### src/hdl/fcrfe_regs.svh
// constants for the configuration reset front end
`ifndef FCRFE_REGS_SVH
`define FCRFE_REGS_SVH
`define FCRFE_CLK_MHZ 20
`define FCRFE_POR_TIME_NS 5000
`define FCRFE_POR_CYCLES ((`FCRFE_POR_TIME_NS * `FCRFE_CLK_MHZ + 999) / 1000)
`define FCRFE_MODE_SERIAL 2'h0
`define FCRFE_MODE_FAST 2'h2
`define FCRFE_MODE_ASYNC 2'h3
`define FCRFE_FIFO_DEPTH 16
`define FCRFE_STAGE_RESET_VAL 4'h1
`endif

### src/hdl/fcrfe_pkg.sv
// types for the configuration reset front end
package fcrfe_pkg;
	typedef enum logic [3:0] {
		FCRFE_ST_POR = 4'b0001,
		FCRFE_ST_RESET = 4'b0010,
		FCRFE_ST_CONFIG = 4'b0100,
		FCRFE_ST_INIT = 4'b1000
	} fcrfe_stage_t;
	typedef enum logic [2:0] {
		FCRFE_M_SERIAL = 3'b001,
		FCRFE_M_FAST = 3'b010,
		FCRFE_M_ASYNC = 3'b100
	} fcrfe_mode_t;
endpackage : fcrfe_pkg

### src/hdl/fcrfe_stream_if.sv
// valid/ready stream between the front end and its fifo
`timescale 1ns/1ps
interface fcrfe_stream_if #(parameter int W = 1);
	logic valid;
	logic ready;
	logic [W-1:0] data;
	modport src (output valid, output data, input ready);
	modport snk (input valid, input data, output ready);
endinterface : fcrfe_stream_if

### src/hdl/fcrfe_fifo.sv
// parameterised fifo with valid and ready on both sides
`timescale 1ns/1ps
module fcrfe_fifo #(
	parameter int W = 1,
	parameter int D = 16
) (
	input wire logic i_sys_clk,
	input wire logic i_reset_n,
	fcrfe_stream_if.snk s_in,
	fcrfe_stream_if.src s_out
);
	localparam int AW = $clog2(D);
	typedef struct packed {
		logic [AW-1:0] wr;
		logic [AW-1:0] rd;
		logic [AW:0] cnt;
	} fcrfe_fifo_st_t;
	fcrfe_fifo_st_t st_ff;
	fcrfe_fifo_st_t nxt_st;
	logic [W-1:0] mem [D];
	logic push;
	logic pop;

	assign s_in.ready = (st_ff.cnt != (AW+1)'(D));
	assign s_out.valid = (st_ff.cnt != '0);
	assign s_out.data = mem[st_ff.rd];
	assign push = s_in.valid && s_in.ready;
	assign pop = s_out.valid && s_out.ready;

	always_comb
	begin
		nxt_st = st_ff;
		if (push)
			nxt_st.wr = st_ff.wr + AW'(1);
		if (pop)
			nxt_st.rd = st_ff.rd + AW'(1);
		if (push && !pop)
			nxt_st.cnt = st_ff.cnt + (AW+1)'(1);
		else if (pop && !push)
			nxt_st.cnt = st_ff.cnt - (AW+1)'(1);
	end

	always_ff @(posedge i_sys_clk)
	begin
		if (!i_reset_n)
			st_ff <= '0;
		else
			st_ff <= nxt_st;
		if (push)
			mem[st_ff.wr] <= s_in.data;
	end

	a_fifo_no_overrun: assert property (@(posedge i_sys_clk)
		disable iff (!i_reset_n) st_ff.cnt <= (AW+1)'(D))
		else $error("fifo count above depth");
endmodule : fcrfe_fifo

### src/hdl/fcrfe_top.sv
// configuration reset front end: scheme decode, por and reset stage
//----------------------------------------------------------------
// Summary of operation
//----------------------------------------------------------------
// Summary of operation
// decode mode_sel: 00 serial, 10 fast, 11 async
// jtag request overrides and ignores mode_sel
// mode_sel ignored in user mode
// internal power-on reset about 5 us
// during por hold status low, io tristate
// config device applies its own por delay
// config device holds oe low during delay
// release status after por; node wired-and
// user io stay tristate until user mode
// weak pull-ups on before and during configuration
// rising cfg_start_n starts a configuration cycle
// stages run reset, configuration, initialization
// stay in reset while start or status low
// start line driven by config device or tied high
// capture serial_data_in on rising cfg_clock
// release cfg_complete after all data accepted
// two flip-flops on start and status inputs
`timescale 1ns/1ps
`include "fcrfe_regs.svh"
module fcrfe_top #(
	parameter int POR_CYCLES = `FCRFE_POR_CYCLES,
	parameter int FIFO_DEPTH = `FCRFE_FIFO_DEPTH
) (
	input wire logic i_sys_clk,
	input wire logic i_reset_n,
	input wire logic i_mode_sel_hi,
	input wire logic i_mode_sel_lo,
	input wire logic i_jtag_cfg_req,
	input wire logic i_cfg_start_n,
	input wire logic i_cfg_status_n,
	input wire logic i_cfg_clock,
	input wire logic i_serial_data_in,
	input wire logic i_cfg_complete,
	input wire logic i_load_done,
	input wire logic i_init_done,
	input wire logic i_bit_ready,
	output logic o_cfg_status_n_o,
	output logic o_cfg_status_n_oe,
	output logic o_cfg_complete_o,
	output logic o_cfg_complete_oe,
	output logic [3:0] o_stage,
	output logic [2:0] o_mode,
	output logic o_jtag_mode,
	output logic o_user_io_en,
	output logic o_weak_pullup_en,
	output logic o_bit_valid,
	output logic o_bit_data
);
	localparam int CW = $clog2(POR_CYCLES + 1);

	typedef struct packed {
		logic [CW-1:0] por_cnt;
		fcrfe_pkg::fcrfe_stage_t stage;
		fcrfe_pkg::fcrfe_mode_t mode;
		logic jtag;
		logic [1:0] start_s;
		logic [1:0] status_s;
		logic [2:0] clk_s;
		logic [1:0] data_s;
		logic [1:0] msel_a;
		logic [1:0] msel_b;
		logic [1:0] jtag_s;
		logic start_prev;
		logic status_drive;
		logic done_drive;
		logic out_valid;
		logic out_data;
	} fcrfe_st_t;

	fcrfe_st_t st_ff;
	fcrfe_st_t nxt_st;
	logic start_rise;
	logic cfg_clk_rise;

	fcrfe_stream_if #(.W(1)) bit_in ();
	fcrfe_stream_if #(.W(1)) bit_out ();

	fcrfe_fifo #(
		.W(1),
		.D(FIFO_DEPTH)
	) u_fifo (
		.i_sys_clk(i_sys_clk),
		.i_reset_n(i_reset_n),
		.s_in(bit_in.snk),
		.s_out(bit_out.src)
	);

	//----------------------------------------------------------------
	// serial bit capture into the fifo
	//----------------------------------------------------------------
	// rising edge seen on synchronised stages only
	assign cfg_clk_rise = st_ff.clk_s[1] && !st_ff.clk_s[2];
	assign bit_in.valid = cfg_clk_rise &&
		(st_ff.stage == fcrfe_pkg::FCRFE_ST_CONFIG);
	assign bit_in.data = st_ff.data_s[1];
	// the output register is the fifo's drain; it stalls on i_bit_ready
	assign bit_out.ready = !st_ff.out_valid || i_bit_ready;
	assign start_rise = st_ff.start_s[1] && !st_ff.start_prev;

	//----------------------------------------------------------------
	// next state
	//----------------------------------------------------------------
	always_comb
	begin
		nxt_st = st_ff;
		// synchronisers on the start, status, clock, data, mode_sel and jtag pin inputs
		nxt_st.start_s = {st_ff.start_s[0], i_cfg_start_n};
		nxt_st.status_s = {st_ff.status_s[0], i_cfg_status_n};
		nxt_st.clk_s = {st_ff.clk_s[1:0], i_cfg_clock};
		nxt_st.data_s = {st_ff.data_s[0], i_serial_data_in};
		nxt_st.msel_a = {i_mode_sel_hi, i_mode_sel_lo};
		nxt_st.msel_b = st_ff.msel_a;
		nxt_st.jtag_s = {st_ff.jtag_s[0], i_jtag_cfg_req};
		nxt_st.start_prev = st_ff.start_s[1];
		if (bit_out.ready)
		begin
			nxt_st.out_valid = bit_out.valid;
			nxt_st.out_data = bit_out.data;
		end
		case (st_ff.stage)
			fcrfe_pkg::FCRFE_ST_POR:
			begin
				nxt_st.status_drive = 1'b1;
				if (st_ff.por_cnt == CW'(POR_CYCLES - 1))
				begin
					nxt_st.status_drive = 1'b0;
					nxt_st.stage = fcrfe_pkg::FCRFE_ST_RESET;
				end
				else
					nxt_st.por_cnt = st_ff.por_cnt + CW'(1);
			end
			fcrfe_pkg::FCRFE_ST_RESET:
			begin
				// scheme latched only here, never in user mode
				nxt_st.jtag = st_ff.jtag_s[1];
				case (st_ff.msel_b)
					`FCRFE_MODE_FAST: nxt_st.mode = fcrfe_pkg::FCRFE_M_FAST;
					`FCRFE_MODE_ASYNC: nxt_st.mode = fcrfe_pkg::FCRFE_M_ASYNC;
					default: nxt_st.mode = fcrfe_pkg::FCRFE_M_SERIAL;
				endcase
				if (st_ff.jtag_s[1])
					nxt_st.mode = fcrfe_pkg::FCRFE_M_SERIAL;
				nxt_st.done_drive = 1'b1;
				// both lines high; a start already high needs no new rise
				if (st_ff.start_s[1] && st_ff.status_s[1] &&
					(start_rise || st_ff.start_prev))
					nxt_st.stage = fcrfe_pkg::FCRFE_ST_CONFIG;
			end
			fcrfe_pkg::FCRFE_ST_CONFIG:
			begin
				if (!st_ff.start_s[1] || !st_ff.status_s[1])
					nxt_st.stage = fcrfe_pkg::FCRFE_ST_RESET;
				else if (i_load_done)
				begin
					nxt_st.done_drive = 1'b0;
					nxt_st.stage = fcrfe_pkg::FCRFE_ST_INIT;
				end
			end
			fcrfe_pkg::FCRFE_ST_INIT:
			begin
				if (!st_ff.start_s[1])
				begin
					nxt_st.done_drive = 1'b1;
					nxt_st.stage = fcrfe_pkg::FCRFE_ST_RESET;
				end
			end
			default:
				nxt_st.stage = fcrfe_pkg::FCRFE_ST_POR;
		endcase
	end

	//----------------------------------------------------------------
	// state register and outputs
	//----------------------------------------------------------------
	always_ff @(posedge i_sys_clk)
	begin
		if (!i_reset_n)
		begin
			st_ff <= '0;
			st_ff.stage <= fcrfe_pkg::FCRFE_ST_POR;
			st_ff.mode <= fcrfe_pkg::FCRFE_M_SERIAL;
			st_ff.status_drive <= 1'b1;
			st_ff.done_drive <= 1'b1;
			st_ff.start_s <= 2'h0;
			st_ff.status_s <= 2'h0;
		end
		else
			st_ff <= nxt_st;
	end

	always_ff @(posedge i_sys_clk)
	begin
		if (!i_reset_n)
		begin
			o_cfg_status_n_o <= 1'b0;
			o_cfg_status_n_oe <= 1'b1;
			o_cfg_complete_o <= 1'b0;
			o_cfg_complete_oe <= 1'b1;
			o_stage <= `FCRFE_STAGE_RESET_VAL;
			o_mode <= 3'h1;
			o_jtag_mode <= 1'b0;
			o_user_io_en <= 1'b0;
			o_weak_pullup_en <= 1'b1;
			o_bit_valid <= 1'b0;
			o_bit_data <= 1'b0;
		end
		else
		begin
			o_cfg_status_n_o <= 1'b0;
			o_cfg_status_n_oe <= nxt_st.status_drive;
			o_cfg_complete_o <= 1'b0;
			o_cfg_complete_oe <= nxt_st.done_drive;
			o_stage <= nxt_st.stage;
			o_mode <= nxt_st.mode;
			o_jtag_mode <= nxt_st.jtag;
			// io enabled only once initialisation reports user mode
			o_user_io_en <= (nxt_st.stage == fcrfe_pkg::FCRFE_ST_INIT) &&
				i_init_done;
			o_weak_pullup_en <= !((nxt_st.stage ==
				fcrfe_pkg::FCRFE_ST_INIT) && i_init_done);
			o_bit_valid <= nxt_st.out_valid;
			o_bit_data <= nxt_st.out_data;
		end
	end

	//----------------------------------------------------------------
	// checks
	//----------------------------------------------------------------
	a_por_status_low: assert property (@(posedge i_sys_clk)
		disable iff (!i_reset_n)
		(st_ff.stage == fcrfe_pkg::FCRFE_ST_POR) |-> o_cfg_status_n_oe)
		else $error("status not driven low during por");
	a_por_min_length: assert property (@(posedge i_sys_clk)
		disable iff (!i_reset_n)
		(st_ff.stage == fcrfe_pkg::FCRFE_ST_RESET) &&
		$past(st_ff.stage == fcrfe_pkg::FCRFE_ST_POR) |->
		$past(st_ff.por_cnt) == CW'(POR_CYCLES - 1))
		else $error("por left early");
	a_reset_hold: assert property (@(posedge i_sys_clk)
		disable iff (!i_reset_n)
		(st_ff.stage == fcrfe_pkg::FCRFE_ST_RESET) &&
		(!st_ff.start_s[1] || !st_ff.status_s[1]) |=>
		st_ff.stage == fcrfe_pkg::FCRFE_ST_RESET)
		else $error("left reset stage with a line low");
	a_stage_order: assert property (@(posedge i_sys_clk)
		disable iff (!i_reset_n)
		(st_ff.stage == fcrfe_pkg::FCRFE_ST_INIT) |->
		$past(st_ff.stage) inside {fcrfe_pkg::FCRFE_ST_CONFIG,
		fcrfe_pkg::FCRFE_ST_INIT})
		else $error("initialisation entered out of order");
	a_mode_decode: assert property (@(posedge i_sys_clk)
		disable iff (!i_reset_n)
		(st_ff.stage == fcrfe_pkg::FCRFE_ST_RESET) && !st_ff.jtag_s[1] &&
		(st_ff.msel_b == 2'h2) |=>
		st_ff.mode == fcrfe_pkg::FCRFE_M_FAST)
		else $error("mode decode wrong");
	a_jtag_priority: assert property (@(posedge i_sys_clk)
		disable iff (!i_reset_n)
		(st_ff.stage == fcrfe_pkg::FCRFE_ST_RESET) && st_ff.jtag_s[1] |=>
		st_ff.jtag && st_ff.mode == fcrfe_pkg::FCRFE_M_SERIAL)
		else $error("jtag did not override mode pins");
	a_user_mode_stable: assert property (@(posedge i_sys_clk)
		disable iff (!i_reset_n)
		(st_ff.stage == fcrfe_pkg::FCRFE_ST_INIT) &&
		$past(st_ff.stage == fcrfe_pkg::FCRFE_ST_INIT) |->
		$stable(st_ff.mode))
		else $error("mode changed in user mode");
	a_io_tristate: assert property (@(posedge i_sys_clk)
		disable iff (!i_reset_n)
		(st_ff.stage != fcrfe_pkg::FCRFE_ST_INIT) |->
		!o_user_io_en && o_weak_pullup_en)
		else $error("user io enabled before user mode");
	a_bit_capture: assert property (@(posedge i_sys_clk)
		disable iff (!i_reset_n)
		bit_in.valid && bit_in.ready |=>
		st_ff.stage != fcrfe_pkg::FCRFE_ST_POR)
		else $error("bit captured in por");
	a_sync_start: assert property (@(posedge i_sys_clk)
		disable iff (!i_reset_n)
		1'b1 |=> st_ff.start_s[1] == $past(st_ff.start_s[0]))
		else $error("start synchroniser broken");
	a_done_release: assert property (@(posedge i_sys_clk)
		disable iff (!i_reset_n)
		(st_ff.stage == fcrfe_pkg::FCRFE_ST_CONFIG) && i_load_done &&
		st_ff.start_s[1] && st_ff.status_s[1] |=> ##1 !o_cfg_complete_oe)
		else $error("complete line not released");
endmodule : fcrfe_top

### config.mk
export PLATFORM = sky130hd
export DESIGN_NAME = fcrfe_top
export DESIGN_NICKNAME = d
export VERILOG_FILES = /design/src/hdl/fcrfe_pkg.sv /design/src/hdl/fcrfe_stream_if.sv /design/src/hdl/fcrfe_fifo.sv /design/src/hdl/fcrfe_top.sv
export VERILOG_INCLUDE_DIRS = /design/src /design/src/hdl
export SDC_FILE = /design/constraint.sdc
export NUM_CORES = 1
export LEC_CHECK = 0
export BUFFER_PORTS_ARGS = -buffer_cell sky130_fd_sc_hd__buf_2
export CAP_MARGIN = 20
export CORE_ASPECT_RATIO = 2
export CORE_MARGIN = 4
export CORE_UTILIZATION = 50
export CTS_BUF_LIST = sky130_fd_sc_hd__clkbuf_8
export CTS_CLUSTER_SIZE = 8
export DETAILED_ROUTE_END_ITERATION = 8
export GPL_TIMING_DRIVEN = 0
export PLACE_DENSITY = 0.81
export RECOVER_POWER = 50
export SETUP_SLACK_MARGIN = 0.5
export SYNTH_ARGS = -nofsm -noshare
export SYNTH_HDL_FRONTEND = slang
export SYNTH_SLANG_ARGS = --single-unit
### constraint.sdc
create_clock -name i_sys_clk -period 3.77 [get_ports i_sys_clk]
set_input_delay 0.377 -clock i_sys_clk [delete_from_list [all_inputs] [get_ports i_sys_clk]]
set_output_delay 0.377 -clock i_sys_clk [all_outputs]
set_load 0.05 [all_outputs]
# Word level (Yosys, flattened, before mapping)
# Memories as Yosys holds them, arrays and structs flattened. A register that Yosys moved wholly into a read port is not among the register bits.
# Index checks and enable logic that the tools add are counted.
op_classes:
  n_addsub: 5
  n_eq_ne: 12
  n_mux: 20
  n_bitwise: 1
  n_reduce_logical: 27
op_table:
  columns: ["operator", "count"]
  rows:
  - ["4-bit 2-to-1 mux", 6]
  - ["4-bit one-hot mux with 4 select lines", 1]
  - ["1-bit logical AND", 10]
  - ["5-bit 2-to-1 mux", 2]
  - ["1-bit logical NOT", 9]
  - ["4-bit by 1-bit adder with 4-bit output (second input constant)", 2]
  - ["4-bit equality test (second input constant)", 2]
  - ["7-bit by 1-bit adder with 7-bit output (second input constant)", 1]
  - ["7-bit equality test (second input constant)", 1]
  - ["1-bit 2-to-1 mux", 7]
  - ["2-bit inequality test (second input constant)", 3]
  - ["3-bit one-hot mux with 2 select lines", 1]
  - ["5-bit by 1-bit adder with 5-bit output (second input constant)", 1]
  - ["5-bit inequality test (second input constant)", 1]
  - ["5-bit nonzero test", 1]
  - ["5-bit by 1-bit subtractor with 5-bit output (second input constant)", 1]
  - ["2-bit equality test (second input constant)", 2]
  - ["4-bit by 1-bit equality test with 1-bit output (second input constant)", 1]
  - ["4-bit by 2-bit equality test with 1-bit output (second input constant)", 1]
  - ["4-bit by 3-bit equality test with 1-bit output (second input constant)", 1]
  - ["4-bit AND reduction", 1]
  - ["1-bit logical OR", 3]
  - ["3-bit 2-to-1 mux", 1]
  - ["1-bit one-hot mux with 3 select lines", 1]
  - ["5 further kinds", 5]
word_totals:
  ff_bits: 49
  ramBits: 16
  in_bits: 13
  word_cells: 86
  mem_count: 1
memory_table:
  columns: ["memory", "depth", "word_bits", "rd", "rd_clocked_by_memory_dff", "wr", "line_no", "source"]
  rows:
  - ["u_fifo.mem", 16, 1, 1, 1, 1, "fcrfe_fifo.sv:20", "logic [W-1:0] mem [D];"]

# Depth between registers and ports, before layout
# Gate-level depths: netlist (run 1).
depth:
  depth_word: 9
  depth_mapped: 10

# Modules after synthesis
# From an unflattened synthesis (run 1), not the netlist that was laid out.
unflattened:
  hier_cells: 287
  area_unflattened_um2: 3067.9
by_module_without_submodules:
  columns: ["module", "instances", "cells_per_inst", "area_each_um2", "seq_area_each_um2"]
  rows:
  - ["fcrfe_fifo", 1, 129, 1564.0, 820.8]
  - ["fcrfe_top", 1, 158, 1503.9, 720.7]

# Worst setup path before layout (run 1)
# No wires, ideal clock.
synth_timing:
  path_kind: "reg-to-reg"
  from: "reg, netlist name o_stage[2]"
  to: "reg u_fifo.st_ff[4] (netlist name)"
  arrival_ns: 2.757
  required_time_ns: 3.698
  setup_slack_ns: 0.942
  stages_incl_launch_ff: 11
  path_buffers: 1
  period_less_slack_ns: 2.828
  path_cell_list: "dfxtp_1 -> buf_2 -> or4b_4 -> a211oi_4 -> ha_1 -> inv_1 -> fa_1 -> a21o_1 -> a21oi_1 -> mux2i_1 -> mux2i_1"
synth_lines:
  columns: ["element", "line_no", "source"]
  rows:
  - ["to (signal assigned)", "fcrfe_fifo.sv:48", "st_ff <= nxt_st;"]
  - ["to (decl)", "fcrfe_fifo.sv:18", "fcrfe_fifo_st_t st_ff;"]

==> qor.log, run 1 <==
[run_status] run status finished clean
[cts] later-pin clock latency in the skew report 0.35 ns
[power] Final Total Pwr 1.37 mW
[critical_path] Largest delay share family, worst path adder cells
[sta] max frequency 336 MHz
[synthesis] warnings from Yosys 0
[routing] post-route DRC violation count 0
[sta] worst-case clock skew 0.00936 ns
[global_route] wire length of the first global-routing pass 9.02 mm
[routing] Vias per Instance 5.47
[sta] Hold Vio Cnt, Final 0
[cts] count of H-tree levels built during CTS 3
[routing] routed wire length 5.53 mm
[critical_path] combined buffer and inverter count along the critical path 2
[critical_path] FF-to-FF path depth 10
[final_layout] core occupancy in the finished layout 0.582
[cts] TritonCTS Buffers 9
[critical_path] launch instance of the worst register-to-register path o_stage[3]
[power] Pwr Density 416 nW/µm²
[sta] Slew @ Worst Pin 0.617 ns
[synthesis] predominant post-synthesis flop cell sky130_fd_sc_hd__dfxtp_1
[routing] DRC marker count from the first detailed-route iteration 86
[floorplan] die area 7140 µm²
[floorplan] starting utilization of the core area 0.511
[critical_path] biggest fanout along the worst timing path 10
[synthesis] async set-or-reset flop fraction in the synthesized netlist 0
[critical_path] kind of critical path reg -> reg
[routing] Final ANT Viol Nets 0
[sta] final sum of negative setup slack 0 ns
[placement] Buffers on Ports 25
[final_layout] commonest non-fill, non-tap cells in the layout 49 x sky130_fd_sc_hd__dfxtp_1, 39 x sky130_fd_sc_hd__nor2_1, 27 x sky130_fd_sc_hd__clkbuf_1, 17 x sky130_fd_sc_hd__nand2_1, 16 x sky130_fd_sc_hd__edfxtp_1
[placement] total half-perimeter wirelength after legalization and detailed placement 4.02 mm
[synthesis] portion of the post-synthesis area used by sequential elements 0.505
[cts] CTS root buffer sky130_fd_sc_hd__clkbuf_8
[final_layout] diode insertion count for antenna repair 0
[power] P_leak 1.26 nW
[worst_hold_path] instance count along the most critical hold path 2
[floorplan] floorplan row count 39
[final_layout] filler cell count 487
[final_layout] fraction of final layout cells with drive strength greater than 1 0.141
[routing] Routed wire per std cell 14.2 µm
[global_route] largest net degree at the start of global routing 17
[power] Max VDD drop 325 µV
[floorplan] Die Width 61.8 µm
[final_layout] commonest non-fill, non-tap cell in the layout sky130_fd_sc_hd__dfxtp_1
[synthesis] average footprint of a synthesized cell 10.2 µm²
[global_route] combined global-route utilization of all metal layers 0.177
[floorplan] Ports 29
[critical_path] series of cell instances along the critical path clkbuf_1 > or4b_4 > a211oi_4 > ha_1 > inv_1 > fa_1 > a21o_1 > a21oi_1 > mux2i_1 > mux2i_1
[critical_path] library cell appearing most often on the critical path sky130_fd_sc_hd__mux2i_1
[cts] number of clock sinks seen by CTS 65
[worst_hold_path] Hold WC Path Type in -> reg
[sta] Pins Over Slew Limit 0
[critical_path] Critical-path top delay cell sky130_fd_sc_hd__or4b_4
[routing] number of detailed-routing iterations run before antenna repair 4
[critical_path] critical path required time 4.05 ns
[floorplan] core footprint 5660 µm²
[global_route] antenna violations before repair 0
[critical_path] critical path capture point type register
[critical_path] worst setup path start o_stage[3]
[critical_path] highest cell delay on the worst timing path 0.58 ns
[cts] Hold Buf Count CTS 0
[synthesis] flip-flop and latch count after synthesis 65
[placement] Placer Congestion 0.834
[synthesis] Cell variety after synth 48
[global_route] total global routing overflow 0
[cts] Max Root-Sink Buffers 2
[critical_path] sort of element at the start of the critical path register
[synthesis] number of synthesized flops with an enable pin 16
[critical_path] Worst EP arrival 3.26 ns
[cts] clock transition time at the flip-flop clock pins of the worst setup and hold paths 0.07 ns
[sta] shortest period the worst path allows 2.98 ns
[cts] CTS tree built
[run] count of maximum capacitance violations 0
[worst_hold_path] startpoint of the most critical hold path i_init_done
[global_route] number of global-route vias before repair 2017
[synthesis] number of instances in the synthesized netlist 283
[sta] headroom to the max-slew limit 0.583
[sta] final worst-path cycle share 0.790
[sta] unrepaired setup endpoints after global routing no
[final_layout] Final #Nets 346
[routing] detailed-route via count 2122
[critical_path] path length in cells of the critical path 10
[sta] number of setup violations in the final report 0
[synthesis] Synth Cell Area 2890 µm²
[final_layout] Area Overhead vs Synth 13.9%
[floorplan] height of the chip 116 µm
[power by group]
part,total (mW),internal [mW],switching (mW)
sequential,0.729,0.723,0.00687
combinational,0.0384,0.0150,0.0234
clock,0.603,0.339,0.264
total,1.37,1.08,0.294
[logic make-up after synthesis]
kind of cell | share of synthesized area
adder cells (fa/ha/maj) | 0.0502
AND/OR/NAND/NOR | 0.201
XOR/XNOR | 0.0484
multiplexers | 0.0510
other | 0.00130
flip-flops | 0.505
AO/OA/AOI/OAI | 0.0839
buffers and inverters | 0.0593
[flip-flops by register name, indices dropped and copies added, names as in the netlist, 3 cells and up]
register,cells
nxt_st,9
o_mode,3
o_stage,4
st_ff,12
u_fifo.mem,16
u_fifo.st_ff,13
[path summary, 6_finish.rpt]
path	to	slack, ns
worst max-delay path	u_fifo.st_ff[4]	0.79
worst min-delay path	o_weak_pullup_en	0.21
worst max register to register	u_fifo.st_ff[4]	0.79
worst min register to register	st_ff[7]	0.43
[Yosys cell counts, types with 3 or more instances]
cell                       instances  area share
sky130_fd_sc_hd__or3_1             3      0.0065
sky130_fd_sc_hd__xnor2_1           9       0.027
sky130_fd_sc_hd__mux4_2            3       0.023
sky130_fd_sc_hd__edfxtp_1         16        0.17
sky130_fd_sc_hd__mux2i_1           8       0.028
sky130_fd_sc_hd__and2_1           18       0.039
sky130_fd_sc_hd__clkbuf_1         10       0.013
sky130_fd_sc_hd__nand2b_1          4      0.0086
sky130_fd_sc_hd__a21oi_1           7       0.012
sky130_fd_sc_hd__a31oi_1           3      0.0065
sky130_fd_sc_hd__o21ai_0           5      0.0086
sky130_fd_sc_hd__dfxtp_1          49        0.34
sky130_fd_sc_hd__nand3_1           6       0.010
sky130_fd_sc_hd__nor2b_1           4      0.0086
sky130_fd_sc_hd__xor2_1            7       0.021
sky130_fd_sc_hd__nor2_1           39       0.051
sky130_fd_sc_hd__nor3_1            4      0.0069
sky130_fd_sc_hd__nor4_1            5       0.011
sky130_fd_sc_hd__buf_4            10       0.026
sky130_fd_sc_hd__nand2_1          17       0.022
sky130_fd_sc_hd__inv_1            10       0.013
sky130_fd_sc_hd__nor4b_1           3      0.0091
sky130_fd_sc_hd__o211ai_1          3      0.0078
sky130_fd_sc_hd__ha_1             10       0.043
[final cells by class]
cell class | count | area [µm²] | share of cell area
plain buffers | 23 | 133 | 0.0403
clock inverters | 5 | 53.8 | 0.0163
flip-flops and latches | 65 | 1460 | 0.444
clock buffers | 11 | 151 | 0.0460
multi-input cells | 186 | 1260 | 0.384
well taps | 61 | 76.3 | 0.0232
repair buffers | 27 | 118 | 0.0357
inverters | 10 | 37.5 | 0.0114
[repair_timing]
| action | 4_1_cts | 5_1_grt |
|---|---|---|
| hold endpoints to repair | 0 | 0 |
| setup buffers | 0 | 1 |
| setup endpoints to repair | 0 | 1 |
| resized for setup | 0 | 0 |
[metal layers]
| layer | GRT usage | routed length (µm) | up-vias |
|---|---|---|---|
| met2 | 0.285 | 3010 | 57 |
| met4 | 0.136 | 299 | 0 |
| met3 | 0.0524 | 224 | 19 |
| met1 | 0.185 | 1990 | 1006 |
| li1 | - | - | 1040 |
| met5 | 0 | 0 | - |
[worst reg2reg max path, delay by kind of cell (launching register included)]
| kind | cells | cell delay [ns] |
|---|---|---|
| adder cells (fa/ha/maj) | 2 | 0.64 |
| AND/OR/NAND/NOR | 1 | 0.58 |
| flip-flops | 1 | 0.32 |
| buffers and inverters | 2 | 0.31 |
| AO/OA/AOI/OAI | 3 | 0.60 |
| multiplexers | 2 | 0.47 |
[metrics by stage]
step	std cells	hold slack (ns)	setup slack (ns)	cell area, µm²
6_report	388	0.206	0.793	3290
5_1_grt	388	0.179	0.636	3290
4_1_cts	386	0.180	0.584	3300
3_5_place_dp	370	0.417	0.653	3100
3_3_place_gp	370	0.410	0.741	3100
2_1_floorplan	284	0.406	0.942	2900
No activity file was read; power rests on OpenSTA's default activity.
==> run 2, diff against run 1 <==
- PLACE_DENSITY: 0.81 -> 0.84
- clock period: 3.77 -> 2.7 ns (I/O delays scaled with it)
==> run 2 against run 1 <==
  * Clock skew is 0.0029 ns lower
  * Largest power group unchanged
  * Sequential power increased by 40%
  * Clock power up 34%
  * Final cell count is 2.6% higher
  * Critical endpoint unchanged
  * Hold slack worse by 0.11 ns
==> qor.log, run 2 (synthesis results as in run 1) <==
[sta] max frequency 377 MHz [+12%]
[cts] TritonCTS Buffers 9 [unchanged]
[critical_path] Largest delay share family, worst path compound AO/OA/AOI/OAI gates
[final_layout] commonest non-fill, non-tap cell in the layout sky130_fd_sc_hd__dfxtp_1
[global_route] antenna violations before repair 0 [unchanged]
[final_layout] Final Cell Area 3500 µm² [+6.3%]
[sta] shortest period the worst path allows 2.65 ns [-0.327 ns]
[cts] later-pin clock latency in the skew report 0.34 ns [about the same]
[placement] Placer Congestion 0.855 [+2.5%]
[critical_path] highest cell delay on the worst timing path 0.57 ns [about the same]
[sta] post-layout worst setup margin 0.0501 ns [-0.743 ns]
[critical_path] Critical-path top delay cell sky130_fd_sc_hd__or4b_4
[final_layout] core occupancy in the finished layout 0.619 [+0.0367]
[global_route] number of global-route vias before repair 2131 [+5.7%]
[sta] Min Hold Slack 0.0978 ns [-0.108 ns]
[routing] Routed wire per std cell 14.7 µm [+3.2%]
[run_status] run status finished clean
[critical_path] launch instance of the worst register-to-register path o_stage[0]
[sta] number of setup violations in the final report 0 [unchanged]
[floorplan] height of the chip 116 µm [unchanged]
[sta] unrepaired setup endpoints after global routing yes
[placement] total half-perimeter wirelength after legalization and detailed placement 4.03 mm [+0.17%]
[worst_hold_path] Hold WC Path Type in -> reg
[floorplan] Die Width 61.8 µm [unchanged]
[power] Pwr Density 536 nW/µm² [+29%]
[critical_path] sort of element at the start of the critical path register
[critical_path] setup slack of the worst register-to-register path 0.05 ns [-0.74 ns]
[cts] CTS tree built
[final_layout] Final #Nets 356 [+2.9%]
[final_layout] Area Overhead vs Synth 21.1%
[critical_path] biggest fanout along the worst timing path 3 [-7]
[placement] Post-Place Cell Area 3120 µm² [+0.65%]
[routing] post-route DRC violation count 0 [unchanged]
[run] count of maximum capacitance violations 0 [unchanged]
[sta] Slew @ Worst Pin 0.707 ns [+0.0901 ns]
[final_layout] max reg flops 16 [unchanged]
[sta] worst-case clock skew 0.00649 ns [-0.00287 ns]
[power] P_leak 1.36 nW [+7.7%]
[floorplan] starting utilization of the core area 0.511 [unchanged]
[worst_hold_path] startpoint of the most critical hold path i_init_done
[critical_path] Worst EP arrival 2.93 ns [-0.33 ns]
[critical_path] worst setup path start o_stage[0]
[cts] Max Root-Sink Buffers 2 [unchanged]
[critical_path] critical path capture point type register
[global_route] largest net degree at the start of global routing 17 [unchanged]
[floorplan] floorplan row count 39 [unchanged]
[critical_path] kind of critical path reg -> reg
[placement] pre-CTS setup slack -0.244 ns [-0.897 ns]
[floorplan] core footprint 5660 µm² [unchanged]
[cts] clock transition time at the flip-flop clock pins of the worst setup and hold paths 0.07 ns [about the same]
[final_layout] commonest non-fill, non-tap cells in the layout 45 x sky130_fd_sc_hd__dfxtp_1, 38 x sky130_fd_sc_hd__nor2_1, 25 x sky130_fd_sc_hd__clkbuf_1, 18 x sky130_fd_sc_hd__buf_4, 17 x sky130_fd_sc_hd__nand2_1
[critical_path] critical path required time 2.98 ns [-1.07 ns]
[floorplan] Ports 29 [unchanged]
[routing] number of detailed-routing iterations run before antenna repair 5 [+1]
[critical_path] combined buffer and inverter count along the critical path 3 [+1]
[cts] number of clock sinks seen by CTS 65 [unchanged]
[sta] Hold Vio Cnt, Final 0 [unchanged]
[critical_path] series of cell instances along the critical path buf_6 > or4b_4 > a211oi_4 > ha_4 > inv_4 > buf_6 > ha_4 > a21o_1 > a21oi_2 > mux2i_1 > mux2i_1
[final_layout] diode insertion count for antenna repair 0 [unchanged]
[final_layout] fraction of final layout cells with drive strength greater than 1 0.228 [+0.0878]
[sta] Pins Over Slew Limit 0 [unchanged]
[routing] routed wire length 5.85 mm [+5.8%]
[routing] detailed-route via count 2146 [+1.1%]
[sta] final worst-path cycle share 0.981 [+0.192]
[global_route] wire length of the first global-routing pass 9.33 mm [+3.4%]
[cts] CTS root buffer sky130_fd_sc_hd__clkbuf_8
[cts] count of H-tree levels built during CTS 3 [unchanged]
[global_route] total global routing overflow 0 [unchanged]
[routing] DRC marker count from the first detailed-route iteration 133 [+55%]
[global_route] combined global-route utilization of all metal layers 0.182 [+0.00482]
[routing] Final ANT Viol Nets 0 [unchanged]
[routing] Vias per Instance 5.39 [-1.4%]
[power] Max VDD drop 429 µV [+32%]
[final_layout] registers with the highest flip-flop counts u_fifo.mem x16, u_fifo.st_ff x13, st_ff x12
[final_layout] largest reg by FF count u_fifo.mem
[sta] headroom to the max-slew limit 0.525 [-0.0582]
[floorplan] die area 7140 µm² [unchanged]
[placement] Buffers on Ports 25 [unchanged]
[sta] final sum of negative setup slack 0 ns [unchanged]
## run 2: per-layer routing
metal  global-route usage  wire, µm
met1                0.161      2010
met2                0.339      3340
met3               0.0513       241
met5                    0         0
met4                0.106       256
## run 2: worst paths after layout
path	depth (start not counted)	to
hold / removal	2	o_weak_pullup_en
setup / recovery	11	u_fifo.st_ff[4]
hold reg to reg	1	st_ff[7]
setup reg to reg	11	u_fifo.st_ff[4]
## run 2: per-stage QoR
step / total power [mW] / instances
after detailed placement: 1.09 / 370
final: 1.88 / 398
after global placement: 1.09 / 370
after floorplan: 1.07 / 284
after CTS: 1.90 / 395
after global routing: 1.95 / 398
## run 2: layout make-up
| type | count | area, µm² |
|---|---|---|
| clock buffer | 11 | 151 |
| clock inverter | 5 | 47.5 |
| buffer | 23 | 150 |
| fill | 435 | 2160 |
| inverter | 10 | 40.0 |
| timing repair buffer | 37 | 208 |
| multi-input combinational | 186 | 1360 |
| tap | 61 | 76.3 |
| sequential | 65 | 1470 |
## run 2: timing repair
action	4_1_cts	5_1_grt
hold buffers	0	0
buffers inserted	9	3
endpoints found under the setup margin	5	7
resized for setup	13	10
pin swaps	8	8
## run 2: report_power, final
| part | internal, mW | switching (mW) | total (mW) |
|---|---|---|---|
| clock | 0.466 | 0.340 | 0.807 |
| combinational | 0.0206 | 0.0329 | 0.0535 |
| sequential | 1.01 | 0.00917 | 1.02 |
==> run 3, diff against run 2 <==
- BUFFER_PORTS_ARGS: -buffer_cell sky130_fd_sc_hd__buf_2 -> unset
- DONT_BUFFER_PORTS: unset -> 1
- PLACE_DENSITY: 0.84 -> 0.8
- REMOVE_ABC_BUFFERS: unset -> 1
- SLEW_MARGIN: unset -> 20
==> run 3 against run 2 <==
  * Utilization shrank 5.5 points
  * Sequential share of layout area increased by 4.4 points
  * Critical path depth down 2
  * Wire length down 8.3%
  * Total power down 7.2%
  * Sequential power barely moved
==> qor.log, run 3 (synthesis results as in run 1) <==
[final_layout] commonest non-fill, non-tap cell in the layout sky130_fd_sc_hd__dfxtp_1
[global_route] largest net degree at the start of global routing 27 [+10]
[sta] Min Hold Slack 0.00310 ns [-0.0947 ns]
[final_layout] Area Overhead vs Synth 10.4%
[sta] worst-case clock skew 0.00860 ns [+0.00211 ns]
[placement] DP Cell Count 322 [-13%]
[routing] Final ANT Viol Nets 0 [unchanged]
[placement] Post-Place Cell Area 2840 µm² [-8.9%]
[global_route] wire length of the first global-routing pass 8.87 mm [-5.0%]
[critical_path] biggest fanout along the worst timing path 8 [+5]
[critical_path] FF-to-FF path depth 9 [-2]
[final_layout] Final Cell Area 3190 µm² [-8.8%]
[critical_path] launch instance of the worst register-to-register path o_stage[3]
[critical_path] worst setup path start o_stage[3]
[sta] final worst-path cycle share 0.994 [+0.0121]
[final_layout] Multi-input gate area 1350 µm² [-0.83%]
[cts] clock transition time at the flip-flop clock pins of the worst setup and hold paths 0.07 ns [about the same]
[global_route] antenna violations before repair 0 [unchanged]
[final_layout] max reg flops 16 [unchanged]
[run] count of maximum capacitance violations 0 [unchanged]
[cts] CTS tree built
[final_layout] commonest non-fill, non-tap cells in the layout 45 x sky130_fd_sc_hd__dfxtp_1, 39 x sky130_fd_sc_hd__nor2_1, 17 x sky130_fd_sc_hd__nand2_1, 16 x sky130_fd_sc_hd__edfxtp_1, 12 x sky130_fd_sc_hd__and2_1
[power] Pwr Density 546 nW/µm² [+1.8%]
[final_layout] Final #Nets 308 [-13%]
[final_layout] registers with the highest flip-flop counts u_fifo.mem x16, u_fifo.st_ff x13, st_ff x12
[sta] post-layout worst setup margin 0.0173 ns [-0.0328 ns]
[sta] number of setup violations in the final report 0 [unchanged]
[critical_path] Worst EP arrival 2.96 ns [+0.03 ns]
[sta] final sum of negative setup slack 0 ns [unchanged]
[floorplan] core footprint 5660 µm² [unchanged]
[routing] post-route DRC violation count 0 [unchanged]
[critical_path] critical path required time 2.98 ns [about the same]
[sta] Slew @ Worst Pin 0.799 ns [+0.0913 ns]
[final_layout] fin cells 350 [-12%]
[cts] TritonCTS Buffers 9 [unchanged]
[routing] Routed wire per std cell 15.3 µm [+4.3%]
[routing] number of detailed-routing iterations run before antenna repair 4 [-1]
[routing] routed wire length 5.36 mm [-8.3%]
[critical_path] critical path capture point type register
[floorplan] Ports 29 [unchanged]
[floorplan] height of the chip 116 µm [unchanged]
[cts] count of H-tree levels built during CTS 3 [unchanged]
[routing] DRC marker count from the first detailed-route iteration 126 [-5.3%]
[final_layout] filler cell count 478 [+9.9%]
[final_layout] largest reg by FF count u_fifo.mem
[sta] unrepaired setup endpoints after global routing yes
[floorplan] starting utilization of the core area 0.511 [unchanged]
[sta] Hold Vio Cnt, Final 0 [unchanged]
[placement] total half-perimeter wirelength after legalization and detailed placement 3.44 mm [-15%]
[placement] pre-CTS setup slack -0.793 ns [-0.550 ns]
[cts] Max Root-Sink Buffers 2 [unchanged]
[final_layout] diode insertion count for antenna repair 0 [unchanged]
[placement] Placer Congestion 0.729 [-15%]
[cts] later-pin clock latency in the skew report 0.35 ns [about the same]
[cts] CTS root buffer sky130_fd_sc_hd__clkbuf_8
[global_route] number of global-route vias before repair 1999 [-6.2%]
[sta] max frequency 373 MHz [-1.2%]
[routing] detailed-route via count 1981 [-7.7%]
[run_status] run status finished clean
[critical_path] kind of critical path reg -> reg
[global_route] total global routing overflow 0 [unchanged]
[routing] Vias per Instance 5.66 [+5.0%]
[floorplan] die area 7140 µm² [unchanged]
[sta] headroom to the max-slew limit 0.467 [-0.0575]
[critical_path] setup slack of the worst register-to-register path 0.02 ns [-0.03 ns]
[worst_hold_path] Hold WC Path Type in -> reg
[power] P_leak 1.19 nW [-13%]
[floorplan] floorplan row count 39 [unchanged]
[global_route] combined global-route utilization of all metal layers 0.171 [-0.0115]
[final_layout] fraction of final layout cells with drive strength greater than 1 0.159 [-0.0693]
[power] Max VDD drop 441 µV [+2.8%]
[critical_path] sort of element at the start of the critical path register
[critical_path] end point of the critical path u_fifo.st_ff[4]
[floorplan] Die Width 61.8 µm [unchanged]
[critical_path] worst reg2reg endpoint u_fifo.st_ff[4]
[final_layout] combined flip-flop and latch cell area 1480 µm² [+0.68%]
[placement] Buffers on Ports 0 [-100%]
[sta] shortest period the worst path allows 2.68 ns [+0.0328 ns]
[sta] Pins Over Slew Limit 0 [unchanged]
[cts] number of clock sinks seen by CTS 65 [unchanged]
run 3: final cells by class:
class	count	share of cell area
Clock buffer	9	0.0388
Clock inverter	7	0.0114
Inverter	10	0.0125
Multi-Input combinational cell	186	0.423
Sequential cell	65	0.462
Tap cell	61	0.0239
Timing Repair Buffer	12	0.0278
run 3: worst min-delay path by stage:
stage	from	to	slack, ns	depth (start not counted)
final	i_reset_n	o_mode[0]	0.003	1
after global routing	i_reset_n	o_mode[0]	0.02	1
after CTS	i_reset_n	o_mode[0]	0.002	1
after detailed placement	i_init_done	o_weak_pullup_en	0.34	1
after global placement	i_init_done	o_weak_pullup_en	0.33	1
after floorplan	i_reset_n	o_cfg_status_n_oe	0.33	1
run 3: stage by stage:
stage	utilization	total power, mW
finish	0.564	1.74
detailed placement	0.502	1.08
CTS	0.556	1.75
global placement	0.502	1.07
global route	0.564	1.81
floorplan	-	1.07
run 3: metal layers:
layer | track usage | up-vias | wire (µm)
met5 | 0 | - | 0
met4 | 0.0977 | 0 | 143
met3 | 0.0491 | 10 | 178
met2 | 0.290 | 27 | 3040
met1 | 0.179 | 977 | 2000
li1 | - | 967 | -
run 3: power by group:
part | switching, mW | total [mW] | internal [mW]
combinational | 0.0229 | 0.0373 | 0.0144
clock | 0.367 | 0.691 | 0.324
sequential | 0.0107 | 1.02 | 1.01
run 3: repair_timing:
item	4_1_cts	5_1_grt
setup buffers	8	2
pin swaps	9	4
endpoints found under the hold margin	2	0
hold buffers	2	0
resized for setup	20	5
cloned	0	0
endpoints found under the setup margin	26	5
run 3: critical path: stages (launching register included):
cell and delay [ns]:
sky130_fd_sc_hd__dfxtp_4 0.42, sky130_fd_sc_hd__or4b_4 0.58, sky130_fd_sc_hd__a211oi_4 0.25, sky130_fd_sc_hd__ha_4 0.21
sky130_fd_sc_hd__inv_4 0.05, sky130_fd_sc_hd__ha_1 0.32, sky130_fd_sc_hd__a21o_1 0.21, sky130_fd_sc_hd__a21oi_2 0.14
sky130_fd_sc_hd__mux2i_1 0.23, sky130_fd_sc_hd__mux2i_1 0.21
